==> src/lcd_scan_defs.svh <==
// constants of the lcd key scan control
`ifndef LCD_SCAN_DEFS_SVH
`define LCD_SCAN_DEFS_SVH

// ----------
// register addresses
// ----------
`define ADDR_LEVEL_LOW 16'hff0e
`define ADDR_LEVEL_HIGH 16'hff0f
`define ADDR_PORT4_DIR 16'hff24
`define ADDR_PULL_UP 16'hff34
`define ADDR_KEY_RETURN 16'hff6e
`define ADDR_CLOCK_SEL 16'hffb2
`define ADDR_DISPLAY_MODE 16'hffb0
`define ADDR_RESISTOR_MODE 16'hffb1

// ----------
// reset values and writable masks
// ----------
`define RST_ZERO 8'h00
`define RST_PORT4_DIR 8'hff
`define MASK_DISPLAY_MODE 8'hd7
`define MASK_RESISTOR_MODE 8'h31
`define MASK_CLOCK_SEL 8'h77
`define MASK_ALL 8'hff

// ----------
// field positions
// ----------
`define DM_SLICE_MSB 2
`define DM_SLICE_LSB 0
`define DM_BOOST_BIT 4
`define DM_DRIVE_BIT 6
`define DM_ON_BIT 7
`define RM_KEY_SCAN_BIT 0
`define RM_DIV_LO_BIT 4
`define RM_DIV_HI_BIT 5
`define CS_CLK_MSB 2
`define CS_CLK_LSB 0
`define NIB_LO_MSB 3
`define NIB_LO_LSB 0
`define NIB_HI_MSB 7
`define NIB_HI_LSB 4

// ----------
// slice count field codes and last slice indices
// ----------
`define SLICE_CODE_EIGHT 3'h0
`define SLICE_CODE_FOUR 3'h1
`define SLICE_CODE_THREE 3'h2
`define SLICE_CODE_TWO 3'h3
`define SLICE_CODE_STATIC 3'h4
`define SLICES_EIGHT 3'h7
`define SLICES_FOUR 3'h3
`define SLICES_THREE 3'h2
`define SLICES_TWO 3'h1
`define SLICES_STATIC 3'h0

// ----------
// half-slice divider: period is 2 to the (16 - base + select) clocks
// ----------
`define DIV_ALL_ONES 16'hffff
`define DIV_SHIFT_BASE 4'hc
`define DIV_SEL_MAX 3'h5
`define SLICE_ZERO 3'h0

`endif

==> src/lcd_scan_pkg.sv <==
// shared types of the lcd key scan control
package lcd_scan_pkg;

    // pin drive condition applied to every segment and common pin
    typedef enum logic [1:0] {
        DRIVE_GROUND = 2'h0,
        DRIVE_DESELECT = 2'h1,
        DRIVE_DISPLAY = 2'h3
    } drive_e;

    // frame sequencer, gray coded along off, display, first half, latter half
    typedef enum logic [1:0] {
        SEQ_OFF = 2'h0,
        SEQ_DISPLAY = 2'h1,
        SEQ_SCAN_FIRST = 2'h3,
        SEQ_SCAN_LATTER = 2'h2
    } seq_state_e;

endpackage

==> src/lcd_key_scan_ctrl.sv <==
// lcd controller setup registers, frame sequencer and segment key scan control
`timescale 1ns/1ns
`include "lcd_scan_defs.svh"

// Notes on behaviour
// - scan input pin: pull-up only during scan
// - other pins: option bit sets pull-up directly
// - low group bits 0-3: strobes 0-3 first half
// - low group bits 4-7: strobes 0-3 latter half
// - high group bits 0-3: strobes 4-7 first half
// - high group bits 4-7: strobes 4-7 latter half
// - drive enable set: deselect levels, no display
// - display on: drive from display memory
// - display off: deselect levels on all pins
// - drive enable clear: ground on all pins
// - divider field bits 4,5; zero disconnects resistors
// - resistor mode bit 0 enables key scan
// - display mode bits 0-2 pick slice count
// - display mode bit 4 enables gate boost
// - key return change may raise interrupt flag
// - one scan slice after each lcd cycle
// - segments 24-31 follow level nibbles per half
module lcd_key_scan_ctrl (
    input wire logic mclk_in,                        // 50 MHz clock
    input wire logic nrst_in,                        // async reset, active low
    input wire logic [15:0] addr_in,                 // register address
    input wire logic wr_in,                          // write strobe
    input wire logic rd_in,                          // read strobe
    input wire logic [7:0] wdata_in,                 // write data
    output logic [7:0] rdata_out,                    // read data, one cycle after rd_in
    output lcd_scan_pkg::drive_e pin_drive_out,      // drive condition of seg/com pins
    output logic [2:0] com_slice_out,                // active common slice
    output logic com_blank_out,                      // commons show no display
    output logic key_scan_period_out,                // key scan output period
    output logic key_scan_latter_out,                // latter half of scan period
    output logic [7:0] key_strobe_level_out,         // levels of segments 24 to 31
    output logic [7:0] pull_up_enable_out,           // port 4 pull-up connect
    output logic [7:0] port4_input_mode_out,         // port 4 direction, 1 is input
    output logic [7:0] key_return_select_out,        // key scan input pin select
    output logic key_return_changed_out,             // pulse: key return select changed
    output logic gate_boost_out,                     // internal gate boost on
    output logic [1:0] divider_select_out,           // resistor division field
    output logic internal_divider_out,               // internal division chosen
    output logic resistors_connected_out             // internal resistors connected
);

    // ----------
    // reset release
    // ----------
    logic rst_meta_r;
    logic rst_sync_r;

    always_ff @(posedge mclk_in or negedge nrst_in) begin
        if (!nrst_in) begin
            rst_meta_r <= 1'b0;
            rst_sync_r <= 1'b0;
        end else begin
            rst_meta_r <= 1'b1;
            rst_sync_r <= rst_meta_r;
        end
    end

    // the rest of the block leaves reset two edges after the pin
    wire rst_n = rst_sync_r;

    // ----------
    // register file
    // ----------
    logic [7:0] level_low_r;
    logic [7:0] level_high_r;
    logic [7:0] pull_up_r;
    logic [7:0] port4_dir_r;
    logic [7:0] key_return_r;
    logic [7:0] clock_sel_r;
    logic [7:0] display_mode_r;
    logic [7:0] resistor_mode_r;

    logic key_return_changed_r;

    wire sel_level_low = (addr_in == `ADDR_LEVEL_LOW);
    wire sel_level_high = (addr_in == `ADDR_LEVEL_HIGH);
    wire sel_pull_up = (addr_in == `ADDR_PULL_UP);
    wire sel_port4_dir = (addr_in == `ADDR_PORT4_DIR);
    wire sel_key_return = (addr_in == `ADDR_KEY_RETURN);
    wire sel_clock_sel = (addr_in == `ADDR_CLOCK_SEL);
    wire sel_display_mode = (addr_in == `ADDR_DISPLAY_MODE);
    wire sel_resistor_mode = (addr_in == `ADDR_RESISTOR_MODE);

    wire wr_key_return = wr_in && sel_key_return;
    // any change of the key scan input selection can disturb the key return lines
    wire key_return_differs = (wdata_in != key_return_r);

    always_ff @(posedge mclk_in or negedge rst_n) begin
        if (!rst_n) begin
            level_low_r <= `RST_ZERO;
            level_high_r <= `RST_ZERO;
            pull_up_r <= `RST_ZERO;
            port4_dir_r <= `RST_PORT4_DIR;
            key_return_r <= `RST_ZERO;
            clock_sel_r <= `RST_ZERO;
            display_mode_r <= `RST_ZERO;
            resistor_mode_r <= `RST_ZERO;
        end else if (wr_in) begin
            if (sel_level_low) begin
                level_low_r <= wdata_in;
            end
            if (sel_level_high) begin
                level_high_r <= wdata_in;
            end
            if (sel_pull_up) begin
                pull_up_r <= wdata_in;
            end
            if (sel_port4_dir) begin
                port4_dir_r <= wdata_in;
            end
            if (sel_key_return) begin
                key_return_r <= wdata_in;
            end
            if (sel_clock_sel) begin
                clock_sel_r <= wdata_in & `MASK_CLOCK_SEL;
            end
            if (sel_display_mode) begin
                display_mode_r <= wdata_in & `MASK_DISPLAY_MODE;
            end
            if (sel_resistor_mode) begin
                resistor_mode_r <= wdata_in & `MASK_RESISTOR_MODE;
            end
        end
    end

    // rewriting the same value raises no pulse
    always_ff @(posedge mclk_in or negedge rst_n) begin
        if (!rst_n) begin
            key_return_changed_r <= 1'b0;
        end else begin
            key_return_changed_r <= wr_key_return && key_return_differs;
        end
    end

    // read data, unmapped addresses read as zero
    wire [7:0] read_mux =
        ({8{sel_level_low}} & level_low_r) |
        ({8{sel_level_high}} & level_high_r) |
        ({8{sel_pull_up}} & pull_up_r) |
        ({8{sel_port4_dir}} & port4_dir_r) |
        ({8{sel_key_return}} & key_return_r) |
        ({8{sel_clock_sel}} & clock_sel_r) |
        ({8{sel_display_mode}} & display_mode_r) |
        ({8{sel_resistor_mode}} & resistor_mode_r);

    // read data holds until the next read strobe
    always_ff @(posedge mclk_in or negedge rst_n) begin
        if (!rst_n) begin
            rdata_out <= `RST_ZERO;
        end else if (rd_in) begin
            rdata_out <= read_mux;
        end
    end

    // ----------
    // control field decode
    // ----------
    wire [2:0] slice_code = display_mode_r[`DM_SLICE_MSB:`DM_SLICE_LSB];
    wire drive_enable = display_mode_r[`DM_DRIVE_BIT];
    wire display_on = display_mode_r[`DM_ON_BIT];
    wire key_scan_enable = resistor_mode_r[`RM_KEY_SCAN_BIT];

    wire [1:0] divider_field = {resistor_mode_r[`RM_DIV_HI_BIT],
                                resistor_mode_r[`RM_DIV_LO_BIT]};

    assign gate_boost_out = display_mode_r[`DM_BOOST_BIT];
    assign divider_select_out = divider_field;
    assign internal_divider_out = divider_field[0];
    assign resistors_connected_out = (divider_field != 2'h0);
    assign port4_input_mode_out = port4_dir_r;
    assign key_return_select_out = key_return_r;
    assign key_return_changed_out = key_return_changed_r;

    // last slice index of one lcd output cycle
    logic [2:0] last_slice;
    always_comb begin
        case (slice_code)
            `SLICE_CODE_EIGHT: last_slice = `SLICES_EIGHT;
            `SLICE_CODE_FOUR: last_slice = `SLICES_FOUR;
            `SLICE_CODE_THREE: last_slice = `SLICES_THREE;
            `SLICE_CODE_TWO: last_slice = `SLICES_TWO;
            `SLICE_CODE_STATIC: last_slice = `SLICES_STATIC;
            default: last_slice = `SLICES_STATIC;
        endcase
    end

    // ----------
    // lcd clock divider: one pulse per half time slice
    // ----------
    // prohibited select codes run at the slowest supported rate
    logic [15:0] div_cnt_r;

    wire [2:0] clk_sel_raw = clock_sel_r[`CS_CLK_MSB:`CS_CLK_LSB];
    wire [2:0] clk_sel = (clk_sel_raw > `DIV_SEL_MAX) ? `DIV_SEL_MAX : clk_sel_raw;
    wire [3:0] div_shift = `DIV_SHIFT_BASE - {1'b0, clk_sel};
    wire [15:0] div_mask = `DIV_ALL_ONES >> div_shift;
    wire half_tick = ((div_cnt_r & div_mask) == div_mask);

    always_ff @(posedge mclk_in or negedge rst_n) begin
        if (!rst_n) begin
            div_cnt_r <= 16'h0000;
        end else begin
            div_cnt_r <= div_cnt_r + 16'h0001;
        end
    end

    // ----------
    // frame sequencer
    // ----------
    lcd_scan_pkg::seq_state_e state_r;
    lcd_scan_pkg::seq_state_e state_nxt;
    logic [2:0] slice_r;
    logic [2:0] slice_nxt;
    logic half_r;
    logic half_nxt;

    // frames run only while drive and display are both on
    wire running = drive_enable && display_on;
    wire slice_end = half_tick && half_r;
    wire cycle_end = slice_end && (slice_r >= last_slice);

    always_comb begin
        state_nxt = state_r;
        slice_nxt = slice_r;
        half_nxt = half_r ^ half_tick;

        case (state_r)
            lcd_scan_pkg::SEQ_OFF: begin
                half_nxt = 1'b0;
                slice_nxt = `SLICE_ZERO;
                if (running) begin
                    state_nxt = lcd_scan_pkg::SEQ_DISPLAY;
                end
            end
            lcd_scan_pkg::SEQ_DISPLAY: begin
                if (cycle_end) begin
                    slice_nxt = `SLICE_ZERO;
                    if (key_scan_enable) begin
                        state_nxt = lcd_scan_pkg::SEQ_SCAN_FIRST;
                    end
                end else if (slice_end) begin
                    slice_nxt = slice_r + 3'h1;
                end
            end
            lcd_scan_pkg::SEQ_SCAN_FIRST: begin
                if (half_tick) begin
                    state_nxt = lcd_scan_pkg::SEQ_SCAN_LATTER;
                end
            end
            lcd_scan_pkg::SEQ_SCAN_LATTER: begin
                if (half_tick) begin
                    state_nxt = lcd_scan_pkg::SEQ_DISPLAY;
                end
            end
            default: begin
                state_nxt = lcd_scan_pkg::SEQ_OFF;
            end
        endcase

        // stopping wins over any step of the frame
        if (!running) begin
            state_nxt = lcd_scan_pkg::SEQ_OFF;
            slice_nxt = `SLICE_ZERO;
            half_nxt = 1'b0;
        end
    end

    always_ff @(posedge mclk_in or negedge rst_n) begin
        if (!rst_n) begin
            state_r <= lcd_scan_pkg::SEQ_OFF;
            slice_r <= `SLICE_ZERO;
            half_r <= 1'b0;
        end else begin
            state_r <= state_nxt;
            slice_r <= slice_nxt;
            half_r <= half_nxt;
        end
    end

    // ----------
    // key scan strobe and pin drive
    // ----------
    // the pull-ups decode state_r and the level nibbles are registered from state_nxt, so both change on the same edge
    wire scan_first = (state_r == lcd_scan_pkg::SEQ_SCAN_FIRST);
    wire scan_latter = (state_r == lcd_scan_pkg::SEQ_SCAN_LATTER);
    wire scan_period = scan_first || scan_latter;

    assign key_scan_period_out = scan_period;
    assign key_scan_latter_out = scan_latter;
    assign com_slice_out = slice_r;
    assign com_blank_out = scan_period || (state_r == lcd_scan_pkg::SEQ_OFF);

    // drive enable clear wins over display on
    assign pin_drive_out = !drive_enable ? lcd_scan_pkg::DRIVE_GROUND :
                           !display_on ? lcd_scan_pkg::DRIVE_DESELECT :
                           lcd_scan_pkg::DRIVE_DISPLAY;

    wire [3:0] low_first = level_low_r[`NIB_LO_MSB:`NIB_LO_LSB];
    wire [3:0] low_latter = level_low_r[`NIB_HI_MSB:`NIB_HI_LSB];
    wire [3:0] high_first = level_high_r[`NIB_LO_MSB:`NIB_LO_LSB];
    wire [3:0] high_latter = level_high_r[`NIB_HI_MSB:`NIB_HI_LSB];

    wire scan_first_nxt = (state_nxt == lcd_scan_pkg::SEQ_SCAN_FIRST);
    wire scan_latter_nxt = (state_nxt == lcd_scan_pkg::SEQ_SCAN_LATTER);

    wire [7:0] strobe_level_nxt =
        scan_first_nxt ? {high_first, low_first} :
        scan_latter_nxt ? {high_latter, low_latter} :
        8'h00;

    always_ff @(posedge mclk_in or negedge rst_n) begin
        if (!rst_n) begin
            key_strobe_level_out <= `RST_ZERO;
        end else begin
            key_strobe_level_out <= strobe_level_nxt;
        end
    end

    // ----------
    // port 4 pull-up control
    // ----------
    // a scan input pin with its option bit set is a prohibited setting; it is kept off
    genvar gi;
    generate
        for (gi = 0; gi < 8; gi = gi + 1) begin : g_pull_up
            wire scan_input = key_scan_enable && key_return_r[gi] && port4_dir_r[gi];
            assign pull_up_enable_out[gi] = scan_input ?
                (!pull_up_r[gi] && scan_period) :
                pull_up_r[gi];
        end
    endgenerate

endmodule

==> config.mk <==
export PLATFORM = sky130hd
export DESIGN_NAME = lcd_key_scan_ctrl
export DESIGN_NICKNAME = d
export VERILOG_FILES = /design/src/lcd_scan_pkg.sv /design/src/lcd_key_scan_ctrl.sv
export VERILOG_INCLUDE_DIRS = /design/src
export SDC_FILE = /design/constraint.sdc
export NUM_CORES = 1
export LEC_CHECK = 0
export BUFFER_PORTS_ARGS = -buffer_cell sky130_fd_sc_hd__buf_4
export CELL_PAD_IN_SITES_DETAIL_PLACEMENT = 1
export CELL_PAD_IN_SITES_GLOBAL_PLACEMENT = 1
export CORE_MARGIN = 2
export CORE_UTILIZATION = 43
export DETAILED_ROUTE_END_ITERATION = 10
export GPL_TIMING_DRIVEN = 1
export PLACE_DENSITY_LB_ADDON = 0.3
export SLEW_MARGIN = 10
export SYNTH_ARGS = -nofsm -noshare
export SYNTH_HDL_FRONTEND = slang
export SYNTH_SLANG_ARGS = --single-unit
export TNS_END_PERCENT = 100
==> constraint.sdc <==
create_clock -name mclk_in -period 3.79 [get_ports mclk_in]
set_input_delay 0.1895 -clock mclk_in [delete_from_list [all_inputs] [get_ports mclk_in]]
set_output_delay 0.1895 -clock mclk_in [all_outputs]
set_load 0.01 [all_outputs]
# Yosys cells after proc, flatten, opt, wreduce, memory -nomap -nowiden
# Index checks and enable logic that the tools add are counted.
# totals
ff_bits	96
inputBits	28
out_inout_bits	54
elab_cells	137
# op_classes
add_sub_neg	3
order_cmp	2
n_eq_ne	20
n_shift	1
n_mux	26
n_bitwise	17
n_reduce_logical	51
# op_table
operator	n
$eq 16x16->1 const B	8
$or 8x8->8	7
$and 8x8->8	6
$logic_and 1x1->1	29
$reduce_and 2->1	9
$add 16x1->16 const B	1
$and 16x16->16	1
$eq 16x16->1	1
$mux 8	2
$shr 16x4->16 const A	1
$mux 2	7
$mux 3	4
$pmux 3 s4	1
$mux 1	10
$and 8x6->8	1
$and 8x7->8	1
$eq 2x2->1 const B	4
$logic_not 1->1	8
$ne 8x8->1	1
$pmux 2 s4	1
$eq 3x2->1 const B	2
$pmux 3 s2	1
$ne 4x4->1 const B	1
$sub 4x3->4 const A	1
other kinds (11)	12

# Depth between registers and ports, before layout
# Gate-level depths: netlist of the first run.
# depth
depth_word	14
mapped_depth	16
ltp_nobuf	16

# Worst setup path after synthesis of the first run
# No wires, ideal clock.
# synth_timing
path_type	flip-flop to flip-flop
startpoint	register clock_sel_r[1]
endpoint	register key_strobe_level_out[0]
setup_ns	0.067
arrival_ns	2.588
required_time_ns	3.723
setup_slack_ns	1.134
stages_incl_launch_ff	15
path_buffers	0
period_less_slack_ns	2.656
cell_sequence	dfrtp_1 -> a21oi_1 -> ha_1 -> inv_1 -> ha_1 -> a221oi_1 -> o211ai_1 -> a21o_1 -> inv_2 -> ha_1 -> inv_1 -> nor3_1 -> nand3_1 -> o21ai_1 -> a22o_1
# synth_between
elab_chain_len	14
word_cells_on_any_way	17
classes_between	add/sub: 1; order compare: 1; eq/ne: 3; shift: 1; mux: 8; bitwise: 1; reduce/logical: 2
# synth_lines
element	line_no	text
start: declaration	lcd_key_scan_ctrl.sv:74	logic [7:0] clock_sel_r;
start signal: assignment	lcd_key_scan_ctrl.sv:100	clock_sel_r <= `RST_ZERO;
start signal: assignment	lcd_key_scan_ctrl.sv:120	clock_sel_r <= wdata_in & `MASK_CLOCK_SEL;
$gt 3x3->1 (no source line)	--	
$mux 3 *	lcd_key_scan_ctrl.sv:199	wire [2:0] clk_sel = (clk_sel_raw > `DIV_SEL_MAX) ? `DIV_SEL_MAX : clk_sel_raw;
$sub 4x3->4 (no source line) *	--	
$shr 16x4->16 (no source line) *	--	
$and 16x16->16	lcd_key_scan_ctrl.sv:202	wire half_tick = ((div_cnt_r & div_mask) == div_mask);
$eq 16x16->1 *	lcd_key_scan_ctrl.sv:202	
$logic_and 1x1->1	lcd_key_scan_ctrl.sv:224	wire slice_end = half_tick && half_r;
$logic_and 1x1->1	lcd_key_scan_ctrl.sv:225	wire cycle_end = slice_end && (slice_r >= last_slice);
$mux 2	lcd_key_scan_ctrl.sv:241	if (cycle_end) begin
$pmux 2 s4 *	lcd_key_scan_ctrl.sv:232	case (state_r)
$mux 2 *	lcd_key_scan_ctrl.sv:266	if (!running) begin
$eq 2x2->1	lcd_key_scan_ctrl.sv:309	wire scan_latter_nxt = (state_nxt == lcd_scan_pkg::SEQ_SCAN_LATTER);
$mux 8	lcd_key_scan_ctrl.sv:313	scan_latter_nxt ? {high_latter, low_latter} :
$mux 8 *	lcd_key_scan_ctrl.sv:312	scan_first_nxt ? {high_first, low_first} :
net strobe_level_nxt[0]	lcd_key_scan_ctrl.sv:311	wire [7:0] strobe_level_nxt =
end signal: assignment	lcd_key_scan_ctrl.sv:318	key_strobe_level_out <= `RST_ZERO;
end signal: assignment	lcd_key_scan_ctrl.sv:320	key_strobe_level_out <= strobe_level_nxt;
end: declaration	lcd_key_scan_ctrl.sv:36	output logic [7:0] key_strobe_level_out,
# Mark *: on every way through the listed nets, which the timed path passes. The rest lies on a longest branch.
# A chain may end at the register's enable or synchronous reset.

# Worst setup path in the final report of the first run
# layout_timing
startpoint	register clock_sel_r[2]
endpoint	register key_strobe_level_out[3]
# The elaborated chain is that of the path after synthesis.

==> metrics.md, run 1 <==
| Metric | Value |
|---|---|
| Post-synth top area share | `46.09%` |
| Clock insertion delay at the later pin of the skew report | `0.37 ns` |
| GRT overflow | `0` |
| Setup TNS Final | `0 ns` |
| Total area of sequential cells | `approximately 0.0024 sq mm` |
| Final setup viols | `0` |
| Post-synthesis sequential area ratio | `between 50% and 60%` |
| Detailed Route WL | `between 10 and 15 mm` |
| HPWL after DPL | `just under 10 mm` |
| Wire per inst | `20.45 microns` |
| IO buf count | `just over 80` |
| Area of the die | `~0.012 sq mm` |
| Die height | `roughly 110 microns` |
| DRT iter0 DRCs | `180` |
| Root buffer cell | `clkbuf_8` |
| # rows | `38` |
| Initial antenna violation count | `0` |
| Largest area contributor in the netlist | `dfrtp_1` |
| #FFs+latches synth | `96` |
| DR vias/cell | `about 5.7` |
| WP data required | `slightly above 4 ns` |
| Placed cells | `roughly 630` |
| Most numerous cell in the Yosys netlist | `dfrtp_1` |
| Power Dens Cells | `328.9 mW/mm^2` |
| Largest cells by area after synthesis | `dfrtp_1 (46%), mux2_1 (13%), dfstp_2 (4.4%)` |
| Yosys warning count | `0` |
| Clock skew | `roughly 0.013 ns` |
| Worst min-delay path category | `in2reg` |
| Tot GR Track Use | `23.17%` |
| Die extent in x | `109.4 microns` |
| Area taken by multi-input logic gates | `around 0.0022 sq mm` |
| Worst slew pin tran | `just under 0.9 ns` |
| Vias | `about 3.7k` |
| First-pass GRT wire length | `20.91 mm` |
| Detailed Routing Iterations Pass 1 | `6` |
| Cell Count, Final, Fillers Out | `646` |
| Yosys cell types | `53` |
| RSZ-0062 raised after global routing | `false` |
| Cts repair resizes | `0` |
| Crit-path leading delay family | `compound AO/OA/AOI/OAI gates` |
| Number of global-route vias before repair | `3,824` |
| Minimum clock period | `3.256 ns` |
| Clock buffer depth | `2` |
| H-tree depth | `3` |
| Number of enable flip-flop cells after synthesis | `0` |
| Largest net degree at the start of global routing | `69` |
| Setup CP Type | `reg2reg` |
| Max VDD drop | `roughly 0.18 mV` |
| Net Count, Synth | `460` |
| Max Cap Viol | `0` |
| Final Hold Fails | `0` |
| Top cells by count, synth | `dfrtp_1 (88), mux2_1 (56), nand2_1 (35)` |
| Clk sinks | `96` |
| Worst endpoint data arrival time | `between 3 and 4 ns` |
| IO Count | `82` |
| Num CTS Buffers | `9` |
| Fmax | `between 0.3 and 0.4 GHz` |
| Slew headroom | `between 40% and 50%` |
| Inserted Diodes | `0` |
| Initial Utilization | `44.08%` |
| CTS tree | `yes` |
| CP endpoint kind | `register` |
| Fillers | `between 1k and 1.5k` |
| Status | `finished clean` |
| Crit path buf inv count | `3` |
| Final Cycle Share | `between 80 and 90%` |
| Layout cells sized above 1 | `about a quarter` |
| LEAKAGE | `about 2.8 nW` |
| Crit path max fanout | `9` |
| Critical path launch point type | `register` |
| Mapped Avg Cell Area | `about 11 sq um` |
| # nets final | `approximately 540` |
| Most frequent CP cell | `ha_1` |
| Asr flop ratio synth | `100.0%` |
| RD Place Congestion | `0.8867` |
| Clk slew on worst S/H paths | `0.10 ns` |
| Placeable Area | `between 0.01 and 0.015 sq mm` |
| Max incr delay on CP | `between 0.4 and 0.5 ns` |
| Area Overhead vs Synth | `19.74%` |
| Ys flop type | `dfrtp_1` |
| Worst path cell trace | `a21oi_1 > ha_1 > inv_1 > ha_1 > a221oi_1 > o211ai_1 > a21o_1 > inv_2 > ha_1 > inv_1 > nor3_1 > nand3_1 > o21ai_1 > a22o_1` |
| DRC viols | `0` |
| Crit path max-delay cell type | `dfrtp_1` |
| Syn Inst Count | `423` |
| Pins Over Slew Limit | `0` |
| DRT antenna net count | `0` |
| Cell area after synthesis | `0.004778 sq mm` |
-- metal layers --
| layer | vias up | track usage [%] | share of wire (%) |
|---|---|---|---|
| met5 | - | 0 | 0 |
| met4 | 0 | 7.866 | 1.3 |
| met3 | 10 | 3.438 | 5.2 |
| met2 | 87 | 36.73 | 48 |
| met1 | 1924 | 32.56 | 45 |
| li1 | 1680 | - | - |
-- final timing paths --
| check | slack (ns) | endpoint | cells after the start | from |
|---|---|---|---|---|
| max | 0.53 | key_strobe_level_out[3]$_DFF_PN0_ | 14 | clock_sel_r[2]$_DFFE_PN0P_ |
| min in group asynchronous | 0.12 | rst_n$_DFF_PN0_ | 2 | nrst_in |
| min | 0.10 | pull_up_r[3]$_DFFE_PN0P_ | 2 | wdata_in[3] |
| max reg2reg | 0.53 | key_strobe_level_out[3]$_DFF_PN0_ | 14 | clock_sel_r[2]$_DFFE_PN0P_ |
| max in group asynchronous | 2.37 | port4_input_mode_out[1]$_DFFE_PN1P_ | 1 | rst_n$_DFF_PN0_ |
| min reg2reg | 0.37 | rst_n$_DFF_PN0_ | 0 | rst_meta_r$_DFF_PN0_ |
-- layout make-up --
type	instances	area share (%)
inverters	16	1.050
multi-input cells	295	39.01
clock inverters	5	1.421
repair buffers	83	10.93
well taps	140	3.061
clock buffers	11	2.296
flip-flops and latches	96	42.23
-- worst register-to-register path: stages (launching register included) --
cell and delay, ns:
dfrtp_1 0.49, a21oi_1 0.19, ha_1 0.20, inv_1 0.06
ha_1 0.31, a221oi_1 0.29, o211ai_1 0.12, a21o_1 0.21
inv_2 0.09, ha_1 0.14, inv_1 0.05, nor3_1 0.23
nand3_1 0.13, o21ai_1 0.39, a22o_1 0.27
-- through the flow --
stage	setup slack [ns]	utilization [%]	area [sq um]	hold slack [ns]	power, mW
after floorplan	0.9319	-	4778	-0.1061	1.097
after global placement	0.8492	50.73	5499	-0.02794	1.153
after detailed placement	0.6154	50.73	5499	-0.02626	1.156
after CTS	0.5188	52.78	5722	0.08609	1.895
after global routing	0.1787	52.78	5722	0.09798	1.950
final	0.5342	52.78	5722	0.1020	1.882
-- sequential cells by signal, indices dropped and copies added (netlist names), 8 cells and up --
| signal | count |
|---|---|
| div_cnt_r | 16 |
| key_return_select_out | 8 |
| key_strobe_level_out | 8 |
| level_high_r | 8 |
| level_low_r | 8 |
| port4_input_mode_out | 8 |
| pull_up_r | 8 |
| rdata_out | 8 |
-- cells in the final DEF (no fill, tap or decap), types with 7 or more instances in the layout --
master / count
dfrtp_1: 87
nand2_1: 35
a21oi_1: 8
nor2_1: 24
o21ai_0: 12
nand2b_1: 13
nand3_1: 16
xnor2_1: 10
clkbuf_8: 9
a222oi_1: 7
a22o_1: 11
buf_4: 82
ha_1: 9
mux2_1: 56
inv_1: 14
dfstp_2: 8
xor2_1: 13
-- power breakdown --
| part | internal [mW] | leakage [nW] | switching, mW |
|---|---|---|---|
| Sequential | 1.03 | 1.29 | 0.0184 |
| Combinational | 0.0380 | 1.40 | 0.0488 |
| Clock | 0.373 | 0.104 | 0.372 |
-- repair_timing --
action | CTS | global route
hold buffers | 1 | 0
hold endpoints to repair | 2 | 0
buffers inserted | 0 | 0
-- cells by family (layout without fill, tap and decap cells) --
kind of cell | after synthesis | in the layout | synth area share (%)
compound gates | 67 | 67 | 9.898
xor+xnor | 23 | 23 | 4.216
fa+ha+maj | 9 | 9 | 2.357
buf+inv | 32 | 115 | 2.802
flops | 96 | 96 | 50.48
mux | 64 | 64 | 15.29
other cells | 1 | 1 | 0.07848
simple gates | 131 | 131 | 14.87
No activity file was read; power rests on OpenSTA's default activity.
==> run 2: changes to the inputs <==
--- a/config.mk
+++ b/config.mk
@@ -10,4 +10,5 @@
 export CELL_PAD_IN_SITES_DETAIL_PLACEMENT = 1
 export CELL_PAD_IN_SITES_GLOBAL_PLACEMENT = 1
+export CORE_ASPECT_RATIO = 1.4
 export CORE_MARGIN = 2
 export CORE_UTILIZATION = 43
==> constraint.sdc (replaced) <==
create_clock -name mclk_in -period 3.3 [get_ports mclk_in]
set_input_delay 0.165 -clock mclk_in [delete_from_list [all_inputs] [get_ports mclk_in]]
set_output_delay 0.165 -clock mclk_in [all_outputs]
set_load 0.05 [all_outputs]
==> metrics.md, run 2 (same netlist as run 1, synthesis figures left out) <==
| Metric | Value |
|---|---|
| Status | `finished clean` |
| Placeable Area | `0.01087 sq mm` |
| CTS tree | `yes` |
| DRT antenna net count | `0` |
| Crit path max fanout | `9` |
| Pins Over Slew Limit | `0` |
| Max VDD drop | `0.2582 mV` |
| Worst endpoint data arrival time | `3.25 ns` |
| Power Dens Cells | `416.6 mW/mm^2` |
| Leading cell types in the layout, fill and taps excluded | `dfrtp_1 (87), buf_4 (83), mux2_1 (56), nand2_1 (35), nor2_1 (24)` |
| HPWL after DPL | `approximately 9.9 mm` |
| Vias | `roughly 3.6k` |
| Sequential power share | `about half` |
| Top reg by flops | `div_cnt_r` |
| DR vias/cell | `about 5.6` |
| Inserted Diodes | `0` |
| Clk sinks | `96` |
| Die extent in x | `approximately 93 microns` |
| Initial Utilization | `between 40% and 50%` |
| Wire per inst | `just over 20 microns` |
| Clock buffer depth | `2` |
| Area of the die | `about 0.012 sq mm` |
| Largest net degree at the start of global routing | `63` |
| H-tree depth | `3` |
| Max Cap Viol | `0` |
| Tot GR Track Use | `a little under a quarter` |
| Number of global-route vias before repair | `approximately 3.9k` |
| Placed cells | `631` |
| WP data required | `between 3 and 4 ns` |
| CP endpoint kind | `register` |
| Final setup viols | `0` |
| Sw Pwr | `about 540 uW` |
| First-pass GRT wire length | `~21 mm` |
| Final Hold Fails | `0` |
| Minimum clock period | `2.983 ns` |
| Hold_ws | `between 0.1 and 0.15 ns` |
| # nets final | `roughly 540` |
| P_int | `about 1.9 mW` |
| IO Count | `82` |
| Initial antenna violation count | `0` |
| Clock insertion delay at the later pin of the skew report | `between 0.3 and 0.4 ns` |
| Worst slew pin tran | `about 0.79 ns` |
| Die height | `between 100 and 150 microns` |
| Num CTS Buffers | `9` |
| Area Overhead vs Synth | `22.23%` |
| Critical path launch point type | `register` |
| Clk slew on worst S/H paths | `roughly 0.07 ns` |
| Most common cell after layout, fill and taps aside | `dfrtp_1` |
| Setup CP Type | `reg2reg` |
| LEAKAGE | `roughly 2.8 nW` |
| Fmax | `approximately 0.34 GHz` |
| Cell Count, Final, Fillers Out | `around 650` |
| Comb pwr share | `5.1%` |
| Post-CTS Setup Inserts | `0` |
| DRC viols | `0` |
| IO buf count | `81` |
| Max reg flops | `16` |
| Detailed Route WL | `between 10 and 15 mm` |
| Slew headroom | `between 40% and 50%` |
| Sw frac | `about 22%` |
| # rows | `45` |
| GRT overflow | `0` |
| RD Place Congestion | `approximately 0.9` |
| Detailed Routing Iterations Pass 1 | `4` |
| Layout cells sized above 1 | `roughly a quarter` |
| Worst min-delay path category | `in2reg` |
| Root buffer cell | `clkbuf_16` |
| Final Cycle Share | `90.39%` |
| Clock skew | `between 0.008 and 0.009 ns` |
| RSZ-0062 raised after global routing | `false` |
| Setup TNS Final | `0 ns` |
| DRT iter0 DRCs | `around 180` |
| Clock share of power | `a little under half` |
==> run 2: path summary, 6_finish.rpt <==
path | start | end | slack (ns) | cells after the start
worst min register to register | rst_meta_r$_DFF_PN0_ | rst_n$_DFF_PN0_ | 0.37 | 0
worst max-delay path | clock_sel_r[2]$_DFFE_PN0P_ | com_slice_out[2]$_DFFE_PN0P_ | 0.32 | 15
max in group asynchronous | rst_n$_DFF_PN0_ | half_r$_DFF_PN0_ | 2.13 | 1
worst min-delay path | wr_in | key_return_changed_out$_DFF_PN0_ | 0.11 | 3
worst max register to register | clock_sel_r[2]$_DFFE_PN0P_ | com_slice_out[2]$_DFFE_PN0P_ | 0.32 | 15
min in group asynchronous | nrst_in | rst_n$_DFF_PN0_ | 0.15 | 2
==> run 2: layout make-up <==
type                       instances  area, sq um
sequential                        96         2416
timing repair buffer              84        633.1
clock buffer                      11        232.7
tap                              141        176.4
fill                            1177         5026
multi-input combinational        295         2241
clock inverter                     5        81.33
inverter                          16        60.06
==> run 2: repair_timing <==
action                     4_1_cts  5_1_grt
setup endpoints to repair        0        8
gates resized for setup          0        2
hold buffers                     1        0
hold endpoints to repair         2        0
==> run 2: power by group through the flow <==
| stage | sequential (mW) | combinational (mW) | clock [mW] |
|---|---|---|---|
| after global placement | 1.23 | 0.121 | 0 |
| after floorplan | 1.25 | 0.0297 | 0 |
| after detailed placement | 1.23 | 0.124 | 0 |
| final | 1.20 | 0.124 | 1.10 |
| after CTS | 1.21 | 0.125 | 1.13 |
| after global routing | 1.21 | 0.134 | 1.17 |
==> run 2: worst max-delay path, stage by stage (launching register included) <==
cell      delay [ns]
dfrtp_1         0.47
a21oi_1         0.18
ha_1            0.19
inv_1           0.06
ha_1            0.31
a221oi_1        0.32
o211ai_1        0.12
a21o_1          0.21
inv_2           0.09
ha_1            0.14
inv_1           0.05
nor3_2          0.22
o211ai_1        0.22
nor2_1          0.16
o21ai_1         0.08
o21ai_0         0.09
==> run 2: through the flow <==
step / setup WS, ns / util, % / area [sq um] / power [mW]
2_1_floorplan: 0.4419 / - / 4778 / 1.281
3_3_place_gp: 0.3654 / 50.69 / 5508 / 1.347
3_5_place_dp: 0.1304 / 50.69 / 5508 / 1.351
4_1_cts: 0.09626 / 53.67 / 5832 / 2.460
5_1_grt: 0.08210 / 53.75 / 5841 / 2.510
6_report: 0.3170 / 53.75 / 5841 / 2.433
==> run 2: per-layer routing <==
| layer | track usage [%] | up-vias | part of all wire [%] |
|---|---|---|---|
| li1 | - | 1678 | - |
| met1 | 27.07 | 1840 | 37 |
| met2 | 42.07 | 94 | 54 |
| met3 | 3.630 | 23 | 5.2 |
| met4 | 11.16 | 0 | 2.9 |
| met5 | 0 | - | 0 |
